### src/umhp_pkg.sv
// Purpose: Shared constants for the modem handshake pin block
// Assumes: 32-bit AHB-Lite register bus, one register per aligned word
// Notes:   Register data is 8 bits wide, upper bits read as zero
package umhp_pkg;

  // ****************************************************
  // Register byte offsets
  // ****************************************************
  localparam logic [7:0] UMHP_OFF_MCR  = 8'h00;
  localparam logic [7:0] UMHP_OFF_MSR  = 8'h04;
  localparam logic [7:0] UMHP_OFF_IER  = 8'h08;
  localparam logic [7:0] UMHP_OFF_ISR  = 8'h0C;
  localparam logic [7:0] UMHP_OFF_ICLR = 8'h10;
  localparam logic [7:0] UMHP_OFF_CFG  = 8'hC0;

  // ****************************************************
  // Field positions
  // ****************************************************
  localparam int UMHP_MCR_DTR  = 0;
  localparam int UMHP_MCR_RTS  = 1;
  localparam int UMHP_MCR_LOOP = 4;
  localparam int UMHP_IRQ_MS   = 3;
  localparam int UMHP_CFG_PWM  = 2;

  // ****************************************************
  // Reset values and interrupt mask
  // ****************************************************
  localparam logic [7:0] UMHP_MCR_RST  = 8'h00;
  localparam logic [7:0] UMHP_IER_RST  = 8'h00;
  localparam logic [7:0] UMHP_CFG_RST  = 8'h00;
  localparam logic [3:0] UMHP_LVL_RST  = 4'hF;
  localparam logic [7:0] UMHP_IRQ_MASK = 8'h08;

  // ****************************************************
  // Bus slave states
  // ****************************************************
  typedef enum logic [1:0] {
    UMHP_BUS_IDLE = 2'b00,
    UMHP_BUS_ACT  = 2'b01,
    UMHP_BUS_RESP = 2'b11
  } umhp_bus_t;

endpackage

### src/umhp_top.sv
// Purpose: Modem handshake pins of the second serial port, with PWM pin sharing
// Assumes: tx_busy_in and PWM outputs come from logic on clk_in
// Notes:   Every register access takes one wait state
//
// Chosen here: the register offsets and the AHB-Lite slave port.
`timescale 1ns/1ps
module umhp_top
  import umhp_pkg::*;
(
  // Clock and reset
  input  wire logic        clk_in,
  input  wire logic        rst_b_in,
  // AHB-Lite slave
  input  wire logic        hsel_in,
  input  wire logic [31:0] haddr_in,
  input  wire logic [1:0]  htrans_in,
  input  wire logic        hwrite_in,
  input  wire logic [2:0]  hsize_in,
  input  wire logic [31:0] hwdata_in,
  input  wire logic        hready_in,
  output logic      [31:0] hrdata_out,
  output logic             hreadyout_out,
  output logic             hresp_out,
  // Core and timer side
  input  wire logic        tx_busy_in,
  input  wire logic        pwm1_output_in,
  input  wire logic        pwm2_output_in,
  output logic             irq_out,
  output logic             item_a_out,
  output logic             item_b_out,
  output logic             pwm_gate_out,
  output logic             pwm_clk_out,
  output logic             pwm1_ext_clock_out,
  // Modem pins
  input  wire logic        clear_send_n_in,
  input  wire logic        set_ready_n_in,
  input  wire logic        ring_indicator_n_in,
  input  wire logic        carrier_detect_n_in,
  output logic             terminal_ready_n_out,
  output logic             request_send_n_out,
  // Shared transmit-activity pin
  input  wire logic        tx_active_in,
  output logic             tx_active_out,
  output logic             tx_active_oe_out
);

  // ****************************************************
  // Declarations
  // ****************************************************
  logic [1:0]  rst_sync_ff;
  logic        rst_n;
  logic [4:0]  sync1_ff;
  logic [4:0]  sync2_ff;
  logic [3:0]  prev_ff;
  logic [3:0]  ser_lvl;
  logic [3:0]  chg;
  logic [3:0]  delta_ff;
  logic [7:0]  mcr_ff;
  logic [7:0]  ier_ff;
  logic [7:0]  cfg_ff;
  logic [7:0]  isr_ff;
  logic [7:0]  msr_val;
  logic [7:0]  rd_mux;
  logic [7:0]  addr_ff;
  logic        wr_ff;
  umhp_bus_t   state_ff;
  umhp_bus_t   nxt_state;
  logic        accept;
  logic        msr_rd;
  logic        pwm_mode;
  logic [31:0] hrdata_ff;
  logic        hready_ff;
  logic        irq_ff;
  logic        dtr_n_ff;
  logic        rts_n_ff;
  logic        txa_ff;
  logic        txa_oe_ff;
  logic        gate1_ff;
  logic        gate2_ff;
  logic        gate_ff;
  logic        clk_ff;
  logic        clk1_ff;

  // Register address match
  function automatic logic reg_hit(input logic [7:0] addr, input logic [7:0] off);
    reg_hit = (addr == off);
  endfunction

  // ****************************************************
  // Reset release
  // ****************************************************
  // Two-stage release of the asynchronous reset
  always_ff @(posedge clk_in or negedge rst_b_in) begin
    if (!rst_b_in) begin
      rst_sync_ff <= 2'b00;
    end else begin
      rst_sync_ff <= {rst_sync_ff[0], 1'b1};
    end
  end
  assign rst_n = rst_sync_ff[1];

  // ****************************************************
  // Pin input synchronisers
  // ****************************************************
  // Order: clear-send, set-ready, ring, carrier, tx pin
  always_ff @(posedge clk_in or negedge rst_n) begin
    if (!rst_n) begin
      sync1_ff <= {1'b0, UMHP_LVL_RST};
      sync2_ff <= {1'b0, UMHP_LVL_RST};
    end else begin
      sync1_ff <= {tx_active_in, carrier_detect_n_in, ring_indicator_n_in,
                   set_ready_n_in, clear_send_n_in};
      sync2_ff <= sync1_ff;
    end
  end

  // Serial side sees idle inputs while the pins belong to the timers
  assign pwm_mode = cfg_ff[UMHP_CFG_PWM];
  assign ser_lvl  = pwm_mode ? UMHP_LVL_RST : sync2_ff[3:0];
  assign chg      = ser_lvl ^ prev_ff;

  // ****************************************************
  // Modem status
  // ****************************************************
  // Previous levels for change detection
  always_ff @(posedge clk_in or negedge rst_n) begin
    if (!rst_n) begin
      prev_ff <= UMHP_LVL_RST;
    end else begin
      prev_ff <= ser_lvl;
    end
  end

  // change flags, set wins over read clear
  always_ff @(posedge clk_in or negedge rst_n) begin
    if (!rst_n) begin
      delta_ff <= 4'h0;
    end else begin
      delta_ff <= (delta_ff & ~{4{msr_rd}}) | chg;
    end
  end

  // carrier in bit 7, flag in bit 3
  // ring in bit 6, flag in bit 2
  assign msr_val = {~ser_lvl[3], ~ser_lvl[2], ~ser_lvl[1], ~ser_lvl[0], delta_ff};

  // ****************************************************
  // Bus slave
  // ****************************************************
  assign accept = hsel_in & htrans_in[1] & hready_in;
  assign msr_rd = (state_ff == UMHP_BUS_ACT) & !wr_ff & reg_hit(addr_ff, UMHP_OFF_MSR);

  // Next bus state
  always_comb begin
    case (state_ff)
      UMHP_BUS_IDLE: nxt_state = accept ? UMHP_BUS_ACT : UMHP_BUS_IDLE;
      UMHP_BUS_ACT:  nxt_state = UMHP_BUS_RESP;
      UMHP_BUS_RESP: nxt_state = accept ? UMHP_BUS_ACT : UMHP_BUS_IDLE;
      default:       nxt_state = UMHP_BUS_IDLE;
    endcase
  end

  // State, captured address phase and ready
  always_ff @(posedge clk_in or negedge rst_n) begin
    if (!rst_n) begin
      state_ff  <= UMHP_BUS_IDLE;
      addr_ff   <= 8'h00;
      wr_ff     <= 1'b0;
      hready_ff <= 1'b1;
    end else begin
      state_ff  <= nxt_state;
      hready_ff <= (nxt_state != UMHP_BUS_ACT);
      if (accept) begin
        addr_ff <= haddr_in[7:0];
        wr_ff   <= hwrite_in;
      end
    end
  end

  // Read data mux, unmapped reads as zero
  always_comb begin
    rd_mux = 8'h00;
    if (reg_hit(addr_ff, UMHP_OFF_MCR)) rd_mux = mcr_ff;
    if (reg_hit(addr_ff, UMHP_OFF_MSR)) rd_mux = msr_val;
    if (reg_hit(addr_ff, UMHP_OFF_IER)) rd_mux = ier_ff;
    if (reg_hit(addr_ff, UMHP_OFF_ISR)) rd_mux = isr_ff;
    if (reg_hit(addr_ff, UMHP_OFF_CFG)) rd_mux = cfg_ff;
  end

  // Read data latched in the wait cycle
  always_ff @(posedge clk_in or negedge rst_n) begin
    if (!rst_n) begin
      hrdata_ff <= 32'h0000_0000;
    end else if (state_ff == UMHP_BUS_ACT && !wr_ff) begin
      hrdata_ff <= {24'h00_0000, rd_mux};
    end
  end

  // Writable registers, applied in the wait cycle
  always_ff @(posedge clk_in or negedge rst_n) begin
    if (!rst_n) begin
      mcr_ff <= UMHP_MCR_RST;
      ier_ff <= UMHP_IER_RST;
      cfg_ff <= UMHP_CFG_RST;
    end else if (state_ff == UMHP_BUS_ACT && wr_ff) begin
      if (reg_hit(addr_ff, UMHP_OFF_MCR)) mcr_ff <= hwdata_in[7:0];
      if (reg_hit(addr_ff, UMHP_OFF_IER)) ier_ff <= hwdata_in[7:0] & UMHP_IRQ_MASK;
      if (reg_hit(addr_ff, UMHP_OFF_CFG)) cfg_ff <= hwdata_in[7:0];
    end
  end

  // ****************************************************
  // Interrupt
  // ****************************************************
  // sticky event bit, set wins over write-one clear
  always_ff @(posedge clk_in or negedge rst_n) begin
    if (!rst_n) begin
      isr_ff <= 8'h00;
      irq_ff <= 1'b0;
    end else begin
      if (state_ff == UMHP_BUS_ACT && wr_ff && reg_hit(addr_ff, UMHP_OFF_ICLR)) begin
        isr_ff <= ((isr_ff & ~hwdata_in[7:0]) | {4'h0, |chg, 3'b000}) & UMHP_IRQ_MASK;
      end else begin
        isr_ff <= (isr_ff | {4'h0, |chg, 3'b000}) & UMHP_IRQ_MASK;
      end
      irq_ff <= |(isr_ff & ier_ff);
    end
  end

  // ****************************************************
  // Pin outputs
  // ****************************************************
  // reset leaves both outputs high
  always_ff @(posedge clk_in or negedge rst_n) begin
    if (!rst_n) begin
      dtr_n_ff <= 1'b1;
      rts_n_ff <= 1'b1;
    end else begin
      // timer outputs take the handshake pins
      // terminal ready from control bit 0
      dtr_n_ff <= pwm_mode ? pwm2_output_in :
                  !(mcr_ff[UMHP_MCR_DTR] & !mcr_ff[UMHP_MCR_LOOP]);
      // request to send from control bit 1
      rts_n_ff <= pwm_mode ? pwm1_output_in :
                  !(mcr_ff[UMHP_MCR_RTS] & !mcr_ff[UMHP_MCR_LOOP]);
    end
  end

  // activity pin follows the transmitter; no clear-send gating
  always_ff @(posedge clk_in or negedge rst_n) begin
    if (!rst_n) begin
      txa_ff    <= 1'b0;
      txa_oe_ff <= 1'b1;
    end else begin
      txa_ff    <= !pwm_mode & tx_busy_in;
      txa_oe_ff <= !pwm_mode;
    end
  end

  // input pins routed to the timers
  always_ff @(posedge clk_in or negedge rst_n) begin
    if (!rst_n) begin
      gate1_ff <= 1'b0;
      gate_ff  <= 1'b0;
      clk_ff   <= 1'b0;
      clk1_ff  <= 1'b0;
      gate2_ff <= 1'b0;
    end else begin
      gate1_ff <= pwm_mode & sync2_ff[0];
      gate_ff  <= pwm_mode & sync2_ff[1];
      clk1_ff  <= pwm_mode & sync2_ff[2];
      clk_ff   <= pwm_mode & sync2_ff[3];
      gate2_ff <= pwm_mode & sync2_ff[4];
    end
  end

  assign hrdata_out           = hrdata_ff;
  assign hreadyout_out        = hready_ff;
  assign hresp_out            = 1'b0;
  assign irq_out              = irq_ff;
  assign terminal_ready_n_out = dtr_n_ff;
  assign request_send_n_out   = rts_n_ff;
  assign tx_active_out        = txa_ff;
  assign tx_active_oe_out     = txa_oe_ff;
  assign item_a_out           = gate1_ff;
  assign pwm_gate_out         = gate_ff;
  assign pwm1_ext_clock_out   = clk1_ff;
  assign pwm_clk_out          = clk_ff;
  assign item_b_out           = gate2_ff;
endmodule

### config.mk
export PLATFORM = sky130hd
export DESIGN_NAME = umhp_top
export DESIGN_NICKNAME = d
export VERILOG_FILES = /design/src/umhp_pkg.sv /design/src/umhp_top.sv
export SDC_FILE = /design/constraint.sdc
export NUM_CORES = 1
export LEC_CHECK = 0
export BUFFER_PORTS_ARGS = -buffer_cell sky130_fd_sc_hd__buf_2
export CAP_MARGIN = 0
export CORE_MARGIN = 2
export CORE_UTILIZATION = 42
export CTS_CLUSTER_SIZE = 8
export DETAILED_ROUTE_END_ITERATION = 12
export PLACE_DENSITY = 0.78
export SYNTH_ARGS = -nofsm -noshare
export SYNTH_HDL_FRONTEND = slang
export SYNTH_SLANG_ARGS = --single-unit
### constraint.sdc
create_clock -name clk_in -period 1.85 [get_ports clk_in]
set_input_delay 0.185 -clock clk_in [delete_from_list [all_inputs] [get_ports clk_in]]
set_output_delay 0.185 -clock clk_in [all_outputs]
set_load 0.05 [all_outputs]
# Yosys cells after proc, flatten, opt, wreduce, memory -nomap -nowiden
# Cells that the tools add are included.
dict set report totals {
  latchBits 0
  word_cells 84
  regBits 71
  inputBits 82
  memories 0
  output_inout_bits 44
  ramBits 0
  mem_bits_ro 0
}
dict set report classes {
  n_div 0
  eq_ne 8
  reduce_logical 16
  mul 0
  mux 11
  shift 0
  order_cmp 0
  add_sub_neg 0
  n_bitwise 25
}
# cell count
set ops {}
lappend ops {{8-bit two-way mux} 5}
lappend ops {{8-bit by 4-bit == test with 1-bit output (second input constant)} 2}
lappend ops {{1-bit AND} 12}
lappend ops {{4-bit AND} 3}
lappend ops {{4-bit bitwise OR} 3}
lappend ops {{8-bit by 3-bit == test with 1-bit output (second input constant)} 1}
lappend ops {{8-bit by 5-bit == test with 1-bit output (second input constant)} 1}
lappend ops {{8-bit == test (second input constant)} 1}
lappend ops {{8-bit logical NOT} 1}
lappend ops {{4-bit two-way mux} 2}
lappend ops {{4-bit inverter} 2}
lappend ops {{8-bit OR reduction} 1}
lappend ops {{2-bit AND reduction} 3}
lappend ops {{1-bit logical NOT} 5}
lappend ops {{1-bit inverter} 4}
lappend ops {{2-bit case mux with 2 select lines} 1}
lappend ops {{4-bit OR reduction} 1}
lappend ops {{4-bit bitwise XOR} 1}
lappend ops {{1-bit logical AND} 3}
lappend ops {{1-bit two-way mux} 3}
lappend ops {{2-bit by 1-bit == test with 1-bit output (second input constant)} 1}
lappend ops {{2-bit == test (second input constant)} 1}
lappend ops {{2-bit logical NOT} 1}
lappend ops {{2-bit by 1-bit != test with 1-bit output (second input constant)} 1}
lappend ops {{2-bit OR reduction} 1}

# Logic depth before layout (Yosys ltp)
# Gate-level depths: netlist (run 1).
dict set report depth {
  word_depth 6
  ltp_mapped 6
  ltp_nobuf 5
}

# Worst setup path after synthesis (run 1)
# OpenSTA, ideal clock, no wires.
dict set report synth_path {
  path_kind {flip-flop to flip-flop}
  from {register state_ff[1]}
  to {register isr_ff[3]}
  path_buffers 0
  slack_ns 0.319
  arrival_ns 1.402
  synth_period_minus_slack_ns 1.531
  required_ns 1.721
  setup_ns 0.129
  stages_incl_launch_ff 6
  cell_sequence {dfrtp_1 -> inv_1 -> ha_1 -> and4bb_2 -> a41oi_1 -> a2111o_1}
}
dict set report synth_via {
  elab_chain_cells 4
}
# element line
set synth_rtl {}
lappend synth_rtl {{start: declaration} umhp_top.sv:66} ;# umhp_bus_t state_ff;
lappend synth_rtl {{start signal: assignment} umhp_top.sv:171} ;# state_ff <= nxt_state;
lappend synth_rtl {{2-bit by 1-bit == test with 1-bit output} umhp_top.sv:221} ;# if (state_ff == UMHP_BUS_ACT && wr_ff && reg_hit(addr_ff, UMHP_OFF_ICLR)) begin
lappend synth_rtl {{1-bit logical AND (2 in a row)} umhp_top.sv:221}
lappend synth_rtl {{4-bit two-way mux} umhp_top.sv:221}
lappend synth_rtl {{end signal: assignment} umhp_top.sv:222} ;# isr_ff <= ((isr_ff & ~hwdata_in[7:0]) | {4'h0, |chg, 3'b000}) & UMHP_IRQ_MASK;
lappend synth_rtl {{end signal: assignment} umhp_top.sv:224} ;# isr_ff <= (isr_ff | {4'h0, |chg, 3'b000}) & UMHP_IRQ_MASK;
lappend synth_rtl {{end: declaration} umhp_top.sv:61} ;# logic [7:0] isr_ff;
# Every way passes these cells.
# A chain may end at the register's enable or synchronous reset.

# Worst setup path in the final report (run 1)
# Ends and elaborated chain as after synthesis.

==> results.txt, run 1 <==
synth-to-layout area growth: 19.2%
global placement routability congestion: 0.776
Worst R2R Setup Slack: 0.06 ns
Max Slew Vio Count: 0
crit path time final: 1.79 ns
first-pass GRT wire length: 8770 um
die height: 86.9 um
Worst setup EP type: register
buffers inserted by post-CTS timing repair: 0
r2r endpoint: isr_ff[3]
drt first pass iters: 4
commonest non-fill, non-tap cell in the layout: dfrtp_1
largest net degree at the start of global routing: 67
Synth top area share: 0.451
Sw Ratio: 0.299
fmax: 560 MHz
Worst Skew: 0.0133 ns
worst r2r src: state_ff[1]
Tcrit/Tclk final: 0.966
Logic pwr share: 0.188
CTS sink cnt: 68
Post-Place Setup Slack: 0.0862 ns
number of synthesized flops with an enable pin: 0
Root Buffer: clkbuf_8
Hold Vio Cnt, Final: 0
grt ovf: 0
Data required, critical path: 2.07 ns
number of synthesis warnings: 0
Setup TNS: 0 ns
CTS Buf Count: 9
Core Area: 6720 sq um
crit path launch type: register
post-route cell area: 3440 sq um
status: finished clean
Clock power frac: 0.354
synth unique cells: 38
P_sw: 1.17 mW
Fillers: 614
layout cells sized above 1: 0.414
Internal: 2.73 mW
Arr. time, crit path: 2.01 ns
post-synthesis register bit count: 68
Post-synth top flop: dfrtp_1
DRT antenna net count: 0
DRT Wirelength: 5270 um
worst setup margin: 0.0632 ns
Avg Synthesized Cell Area: 13.4 sq um
Max rail drop VDD: 0.541 mV
largest area contributor in the synthesized netlist: dfrtp_1
CP max FO: 4
Non-Filler Instances: 365
fin util: 0.512
Wirelength per Cell: 14.4 um
row count: 30
Total GRT Usage: 0.155
Clock Pin Slew Worst Setup and Hold Paths: 0.08 ns
CTS tree: yes
Final HPWL DP: 3690 um
die span in x: 86.9 um
total number of vias: 1783
worst-case clock buffer depth: 2
Placed Area: 3160 sq um
Setup-failing EPs final: 0
IO Count: 126
post-synthesis sequential area ratio: 0.596
worst r2r path cells: 5
Hold/Removal Path Class: input port to register
CTS resizes: 0
commonest cells after routing, fill and taps aside: dfrtp_1 (51), buf_2 (48), conb_1 (26)
Clk Latency, worst-skew pair: 0.34 ns
Starting DRT DRC Count: 78
Hold Path Depth: 2
Cell Area, Synth: 2890 sq um
FFs w/ async S/R, synth: 1.00
Placed Instances: 343
DRC viols: 0
Antenna Cells: 0
CP startpoint: state_ff[1]
Post-layout nets: 365
RSZ-0062 raised after global routing: false
end of the critical path: isr_ff[3]
max cap viols: 0
LEAKAGE: 1.57 nW
vias in the first global route: 1829
initial antenna violation count: 0
input/output buffers: 48
full die area: 7560 sq um
Initial Util: 0.430
top cells by area, synth: dfrtp_1 (45%), dfstp_2 (15%), mux2_2 (9.7%)
vias per inst: 4.88
H-tree depth: 3
Setup Crit Path Kind: register to register
Mapped Cells: 216
Flop pwr share: 0.458
Power Dens Cells: 1130 nW/um^2
==> layout make-up <==
| cell class | instances | area [sq um] | area share |
|---|---|---|---|
| flip-flops and latches | 68 | 1720 | 0.500 |
| inverters | 11 | 41.3 | 0.0120 |
| clock inverters | 4 | 72.6 | 0.0211 |
| multi-input cells | 131 | 1000 | 0.291 |
| repair buffers | 59 | 350 | 0.102 |
| clock buffers | 12 | 155 | 0.0451 |
| well taps | 80 | 100 | 0.0291 |
==> routing by layer <==
layer	GRT usage	wire length [um]	up-vias
met1	0.193	2220	867
met3	0.0521	341	16
met2	0.241	2580	59
met5	0	0	-
li1	-	-	841
met4	0.0767	120	0
==> per-stage QoR <==
step | hold WS [ns] | power [mW]
floorplan | -0.111 | 2.40
global placement | -0.0294 | 2.51
detailed placement | -0.0278 | 2.54
CTS | 0.0432 | 3.95
global route | 0.0423 | 4.09
finish | 0.0568 | 3.90
==> power by group through the flow <==
stage / clock network (mW) / registers [mW] / logic [mW]
after CTS: 1.42 / 1.78 / 0.740
after detailed placement: 0 / 1.81 / 0.730
after floorplan: 0 / 1.97 / 0.425
final: 1.38 / 1.78 / 0.734
after global routing: 1.49 / 1.81 / 0.797
after global placement: 0 / 1.80 / 0.711
==> Yosys cell counts, types with 2 or more instances <==
cell and instances:
dfrtp_1 52, buf_4 27, mux2_2 25, dfstp_2 16, inv_1 11, nand2_1 9
a22oi_1 7, nor2_1 7, and2_1 6, nand4_1 5, o211ai_1 5, a21o_1 4
xnor2_1 4, ha_1 3, nand3_1 3, o221ai_1 3, a2bb2oi_1 2, a41oi_1 2
and4bb_2 2, clkbuf_1 2, conb_1 2, nand3_2 2, nor2b_1 2
==> logic make-up after synthesis <==
kind of cell | Yosys count | share of synthesized area
buf+inv | 41 | 0.0884
simple gates | 45 | 0.106
mux | 27 | 0.109
fa+ha+maj | 3 | 0.0130
other cells | 2 | 0.00260
xor+xnor | 4 | 0.0121
flops | 68 | 0.596
compound gates | 26 | 0.0724
==> what timing repair did <==
action,CTS,global route
hold buffers,6,0
endpoints found under the setup margin,0,0
endpoints found under the hold margin,7,0
==> registers in the layout (all words and copies together) (netlist names), 2 cells and up <==
| signal | count |
|---|---|
| cfg_ff | 8 |
| hrdata_out | 8 |
| mcr_ff | 8 |
| sync2_ff | 5 |
| sync1_ff | 5 |
| prev_ff | 4 |
| addr_ff | 8 |
| rst_sync_ff | 2 |
| state_ff | 2 |
| delta_ff | 4 |
==> worst max-delay path, stage by stage (launching register included) <==
cell and delay (ns):
dfrtp_1 0.39, inv_1 0.09, ha_1 0.23, and4bb_2 0.35, a41oi_1 0.17, a2111o_1 0.44
==> worst min-delay path by stage <==
| stage | from | to | slack [ns] |
|---|---|---|---|
| floorplan | rst_b_in | rst_sync_ff[0] | -0.11 |
| global placement | rst_b_in | rst_sync_ff[0] | -0.03 |
| detailed placement | rst_b_in | rst_sync_ff[0] | -0.03 |
| CTS | pwm1_output_in | request_send_n_out | 0.04 |
| global route | pwm2_output_in | terminal_ready_n_out | 0.04 |
| finish | pwm1_output_in | request_send_n_out | 0.06 |
Power figures use the tool's default switching activity.
==> run 2: changes to the inputs <==
--- a/config.mk
+++ b/config.mk
@@ -12,6 +12,7 @@
 export CTS_CLUSTER_SIZE = 8
 export DETAILED_ROUTE_END_ITERATION = 12
 export PLACE_DENSITY = 0.78
+export REMOVE_ABC_BUFFERS = 1
 export SYNTH_ARGS = -nofsm -noshare
 export SYNTH_HDL_FRONTEND = slang
 export SYNTH_SLANG_ARGS = --single-unit
==> run 2 against run 1 <==
Die area is the same. Clock power down 5%. Worst setup slack gained 0.049 ns. Cell count is 0.55% higher. Critical path depth is the same. Non-clock buffer count grew 2. Wire length decreased by 4.2%. Combinational power up 1%. Power fell by 1.6%. Sequential share of layout area fell by 0.073 points. Clock skew is 0.0028 ns lower. Critical endpoint unchanged.
==> results.txt, run 2 (synthesis results as in run 1) <==
status: finished clean
die span in x: 86.9 um
DRC viols: 0
Clock power frac: 0.343
largest net degree at the start of global routing: 67
Data required, critical path: 2.06 ns
met3 Resource Use GR: 0.0540
layout cells sized above 1: 0.425
Post-layout nets: 367
Clk Latency, worst-skew pair: 0.34 ns
initial antenna violation count: 0
Worst setup EP type: register
Setup-failing EPs final: 0
Initial Util: 0.430
vias in the first global route: 1852
Total GRT Usage: 0.150
Hold/Removal Path Class: input port to register
vias per inst: 4.78
Clock Pin Slew Worst Setup and Hold Paths: 0.07 ns
post-route cell area: 3450 sq um
Crit-path slowest cell: a2111o_1
Antenna Cells: 0
P_sw: 1.17 mW
Hold Vio Cnt, Final: 0
Arr. time, crit path: 1.95 ns
LEAKAGE: 1.58 nW
Wirelength per Cell: 13.8 um
cell chain of the critical path: inv_1 -> ha_2 -> and4bb_2 -> a41oi_1 -> a2111o_1
Flop pwr share: 0.463
Worst R2R Setup Slack: 0.11 ns
crit-path max cell delay: 0.45 ns
min-delay src: tx_busy_in
Logic pwr share: 0.194
GR peak layer: met2
global placement routability congestion: 0.778
Core Area: 6720 sq um
CP max FO: 4
worst r2r src: state_ff[1]
grt ovf: 0
Tcrit/Tclk final: 0.939
Root Buffer: clkbuf_8
DRT antenna net count: 0
Placed Area: 3160 sq um
Starting DRT DRC Count: 97
CP startpoint: state_ff[1]
total number of vias: 1754
synth-to-layout area growth: 19.4%
fmax: 576 MHz
grt met2 use: 0.239
commonest non-fill, non-tap cell in the layout: dfrtp_1
PnR Total Power: 3.83 mW
Max rail drop VDD: 0.456 mV
CTS sink cnt: 68
crit path time final: 1.74 ns
Internal: 2.66 mW
Power Dens Cells: 1110 nW/um^2
row count: 30
Sw Ratio: 0.306
Worst Skew: 0.0105 ns
Final HPWL DP: 3560 um
Max Slew Vio Count: 0
die height: 86.9 um
worst r2r path cells: 5
CTS tree: yes
CTS Buf Count: 9
end of the critical path: isr_ff[3]
IO Count: 126
GR Layer Usage met1: 0.182
max cap viols: 0
H-tree depth: 3
crit path launch type: register
commonest cells after routing, fill and taps aside: dfrtp_1 (51), buf_2 (48), conb_1 (26)
r2r endpoint: isr_ff[3]
drt first pass iters: 4
first-pass GRT wire length: 8560 um
Setup Crit Path Kind: register to register
RSZ-0062 raised after global routing: false
input/output buffers: 48
full die area: 7560 sq um
DRT Wirelength: 5050 um
Fillers: 602
worst-case clock buffer depth: 2
run 2: changes by cell type in the layout (fill, tap and decap cells not counted):
cell,before,now
clkinv_2,1,3
ha_2,0,1
clkinv_4,0,1
ha_1,3,2
clkbuf_1,1,0
buf_4,4,6
clkbuf_8,11,9
run 2: worst min path at each step:
stage,endpoint,slack (ns),depth (start not counted)
2_1_floorplan,rst_sync_ff[0],-0.11,0
3_3_place_gp,rst_sync_ff[0],-0.03,1
3_5_place_dp,rst_sync_ff[0],-0.03,1
4_1_cts,tx_active_out,0.05,2
5_1_grt,terminal_ready_n_out,0.04,2
6_report,tx_active_out,0.06,2
run 2: what timing repair did:
| item | 4_1_cts | 5_1_grt |
|---|---|---|
| setup endpoints to repair | 0 | 2 |
| hold buffers | 6 | 0 |
| hold endpoints to repair | 7 | 0 |
| buffers inserted | 0 | 1 |
| resized for setup | 0 | 1 |
run 2: metrics by stage:
| stage | instances | hold WS (ns) | setup WS (ns) | utilization | TNS (ns) |
|---|---|---|---|---|---|
| after floorplan | 210 | -0.111 | -0.156 | - | -7.79 |
| after global placement | 344 | -0.0292 | 0.125 | 0.471 | 0 |
| after detailed placement | 344 | -0.0271 | 0.0671 | 0.471 | 0 |
| after CTS | 366 | 0.0489 | 0.0469 | 0.512 | 0 |
| after global routing | 367 | 0.0394 | 0.0218 | 0.513 | 0 |
| final | 367 | 0.0582 | 0.113 | 0.513 | 0 |
run 2: area by class of cell:
type                       instances  area, sq um  area share
timing repair buffer              61          365       0.106
inverter                          11         41.3      0.0120
tap                               80          100      0.0290
clock buffer                       9          124      0.0359
multi-input combinational        131         1000       0.291
sequential                        68         1720       0.500
clock inverter                     7         91.3      0.0265
run 2: power by group through the flow:
stage / Clock [mW] / Sequential (mW) / Combinational, mW
CTS: 1.35 / 1.78 / 0.747
global placement: 0 / 1.80 / 0.719
finish: 1.31 / 1.78 / 0.742
global route: 1.43 / 1.80 / 0.807
detailed placement: 0 / 1.81 / 0.736
floorplan: 0 / 1.98 / 0.370
run 2: critical path, delay by kind of cell (launching register included):
kind | cells | cell delay, ns
AOI/OAI and AO/OA | 2 | 0.62
DFF | 1 | 0.39
and+or+nand+nor | 1 | 0.30
adders and majority gates | 1 | 0.21
buffers and inverters | 1 | 0.09
run 2: layer usage:
metal | vias up | part of all wire
met1 | 848 | 0.44
met4 | 0 | 0.013
met2 | 56 | 0.49
met5 | - | 0
li1 | 843 | -
met3 | 7 | 0.063
==> run 3: changes to the inputs <==
--- a/config.mk
+++ b/config.mk
@@ -7,12 +7,14 @@
 export LEC_CHECK = 0
 export BUFFER_PORTS_ARGS = -buffer_cell sky130_fd_sc_hd__buf_2
 export CAP_MARGIN = 0
+export CORE_ASPECT_RATIO = 0.7
 export CORE_MARGIN = 2
-export CORE_UTILIZATION = 42
+export CORE_UTILIZATION = 32
 export CTS_CLUSTER_SIZE = 8
 export DETAILED_ROUTE_END_ITERATION = 12
-export PLACE_DENSITY = 0.78
+export PLACE_DENSITY = 0.63
 export REMOVE_ABC_BUFFERS = 1
+export SKIP_CTS_REPAIR_TIMING = 1
 export SYNTH_ARGS = -nofsm -noshare
 export SYNTH_HDL_FRONTEND = slang
 export SYNTH_SLANG_ARGS = --single-unit
==> run 3 against run 2 <==
Hold slack better by 0.016 ns. Clock skew down 0.0021 ns. Sequential power about the same. Via count up 5.6%. Clock power up 61%. Global-route usage down 2.3 points. First-iteration DRC count up 20%. Worst setup slack worse by 0.0016 ns. Largest power group is now clock. Critical path depth unchanged. Core utilization down 8.7 points. Cell count up 12%. Flip-flop and latch count unchanged. Highest routed layer unchanged.
==> results.txt, run 3 (synthesis results as in run 1) <==
DRT Wirelength: 5630 um
vias per inst: 4.51
largest net degree at the start of global routing: 36
Logic pwr share: 0.165
Post-Place Setup Slack: 0.0929 ns
IO Count: 126
Setup-failing EPs final: 0
Core Area: 8620 sq um
total number of vias: 1852
Max Slew Vio Count: 0
PnR Total Power: 4.66 mW
layout cells sized above 1: 0.433
global placement routability congestion: 0.775
Arr. time, crit path: 1.94 ns
end of the critical path: isr_ff[3]
H-tree depth: 3
Starting DRT DRC Count: 116
worst setup margin: 0.111 ns
initial antenna violation count: 0
Root Buffer: clkbuf_16
CP startpoint: state_ff[1]
CTS Buf Count: 9
Hold/Removal Path Class: input port to register
Setup Crit Path Kind: register to register
die span in x: 118 um
Clock power frac: 0.453
Worst R2R Setup Slack: 0.11 ns
Power Dens Cells: 1270 nW/um^2
crit path launch type: register
vias in the first global route: 1852
commonest cells after routing, fill and taps aside: dfrtp_1 (51), buf_2 (48), conb_1 (26)
Sw Ratio: 0.268
Post-layout nets: 371
Clk Latency, worst-skew pair: 0.33 ns
crit path time final: 1.74 ns
Flop pwr share: 0.382
total stage count of the critical path: 5
Setup TNS: 0 ns
hold slack: 0.0737 ns
crit-path max cell delay: 0.42 ns
DRC viols: 0
status: finished clean
Data required, critical path: 2.05 ns
fmax: 575 MHz
Worst Path Buf+Inv: 1
Worst Skew: 0.00832 ns
P_sw: 1.25 mW
Tcrit/Tclk final: 0.940
CTS tree: yes
Internal: 3.41 mW
first-pass GRT wire length: 9560 um
post-route cell area: 3670 sq um
full die area: 9810 sq um
row count: 28
Wirelength per Cell: 13.7 um
cell chain of the critical path: inv_1 -> ha_2 -> and4bb_2 -> a41oi_1 -> a2111o_1
Hold Vio Cnt, Final: 0
Non-Filler Instances: 411
fin util: 0.426
die height: 83.5 um
input/output buffers: 48
Antenna Cells: 0
Worst setup EP type: register
CTS sink cnt: 68
worst r2r path cells: 5
commonest non-fill, non-tap cell in the layout: dfrtp_1
CP top delay family: compound AO/OA/AOI/OAI gates
worst r2r src: state_ff[1]
LEAKAGE: 1.67 nW
synth-to-layout area growth: 27.2%
drt first pass iters: 5
max cap viols: 0
grt ovf: 0
Placed Area: 3240 sq um
Initial Util: 0.335
Clock Pin Slew Worst Setup and Hold Paths: 0.06 ns
DRT antenna net count: 0
Final HPWL DP: 4130 um
CP max FO: 4
worst-case clock buffer depth: 2
Total GRT Usage: 0.127
RSZ-0062 raised after global routing: false
Placed Instances: 389
r2r endpoint: isr_ff[3]
Crit-path slowest cell: a2111o_1
Max rail drop VDD: 0.582 mV
## run 3: cell count changes in the layout (fill, tap and decap cells not counted), sizes merged
cell,previous run,this run
clkbuf,9,10
buf,55,59
bufinv,2,4
inv,11,12
clkinv,4,1
clkinvlp,1,0
## run 3: worst register-to-register path, delay by kind of cell, from the launching register on
kind                     cells  cell delay (ns)
buffers and inverters        1             0.09
AND/OR/NAND/NOR              1             0.33
AO/OA/AOI/OAI                2             0.60
adder cells (fa/ha/maj)      1             0.22
flip-flops                   1             0.37
## run 3: worst min path at each step
| stage | startpoint | cells after the start | endpoint |
|---|---|---|---|
| 2_1_floorplan | rst_b_in | 0 | rst_sync_ff[0] |
| 5_1_grt | pwm1_output_in | 2 | request_send_n_out |
| 4_1_cts | rst_b_in | 1 | rst_sync_ff[0] |
| 6_report | tx_busy_in | 2 | tx_active_out |
| 3_5_place_dp | rst_b_in | 1 | rst_sync_ff[0] |
| 3_3_place_gp | rst_b_in | 1 | rst_sync_ff[0] |
## run 3: area by class of cell
type | count | area, sq um
inverter | 11 | 41.3
fill | 814 | 4940
tap | 120 | 150
multi-input combinational | 131 | 1000
clock buffer | 10 | 239
timing repair buffer | 65 | 383
clock inverter | 6 | 134
sequential | 68 | 1720
## run 3: power by group through the flow
stage                     clock [mW]  sequential [mW]  combinational (mW)
after global routing            2.23             1.80               0.832
after CTS                       2.17             1.78               0.763
after global placement             0             1.80               0.743
after floorplan                    0             1.98               0.370
after detailed placement           0             1.80               0.759
final                           2.11             1.78               0.766
## run 3: layer usage
metal | part of all wire | global-route usage | vias up
met4 | 0.012 | 0.0526 | 0
li1 | - | - | 852
met2 | 0.44 | 0.181 | 61
met5 | 0 | 0 | -
met1 | 0.48 | 0.168 | 930
met3 | 0.065 | 0.0540 | 9
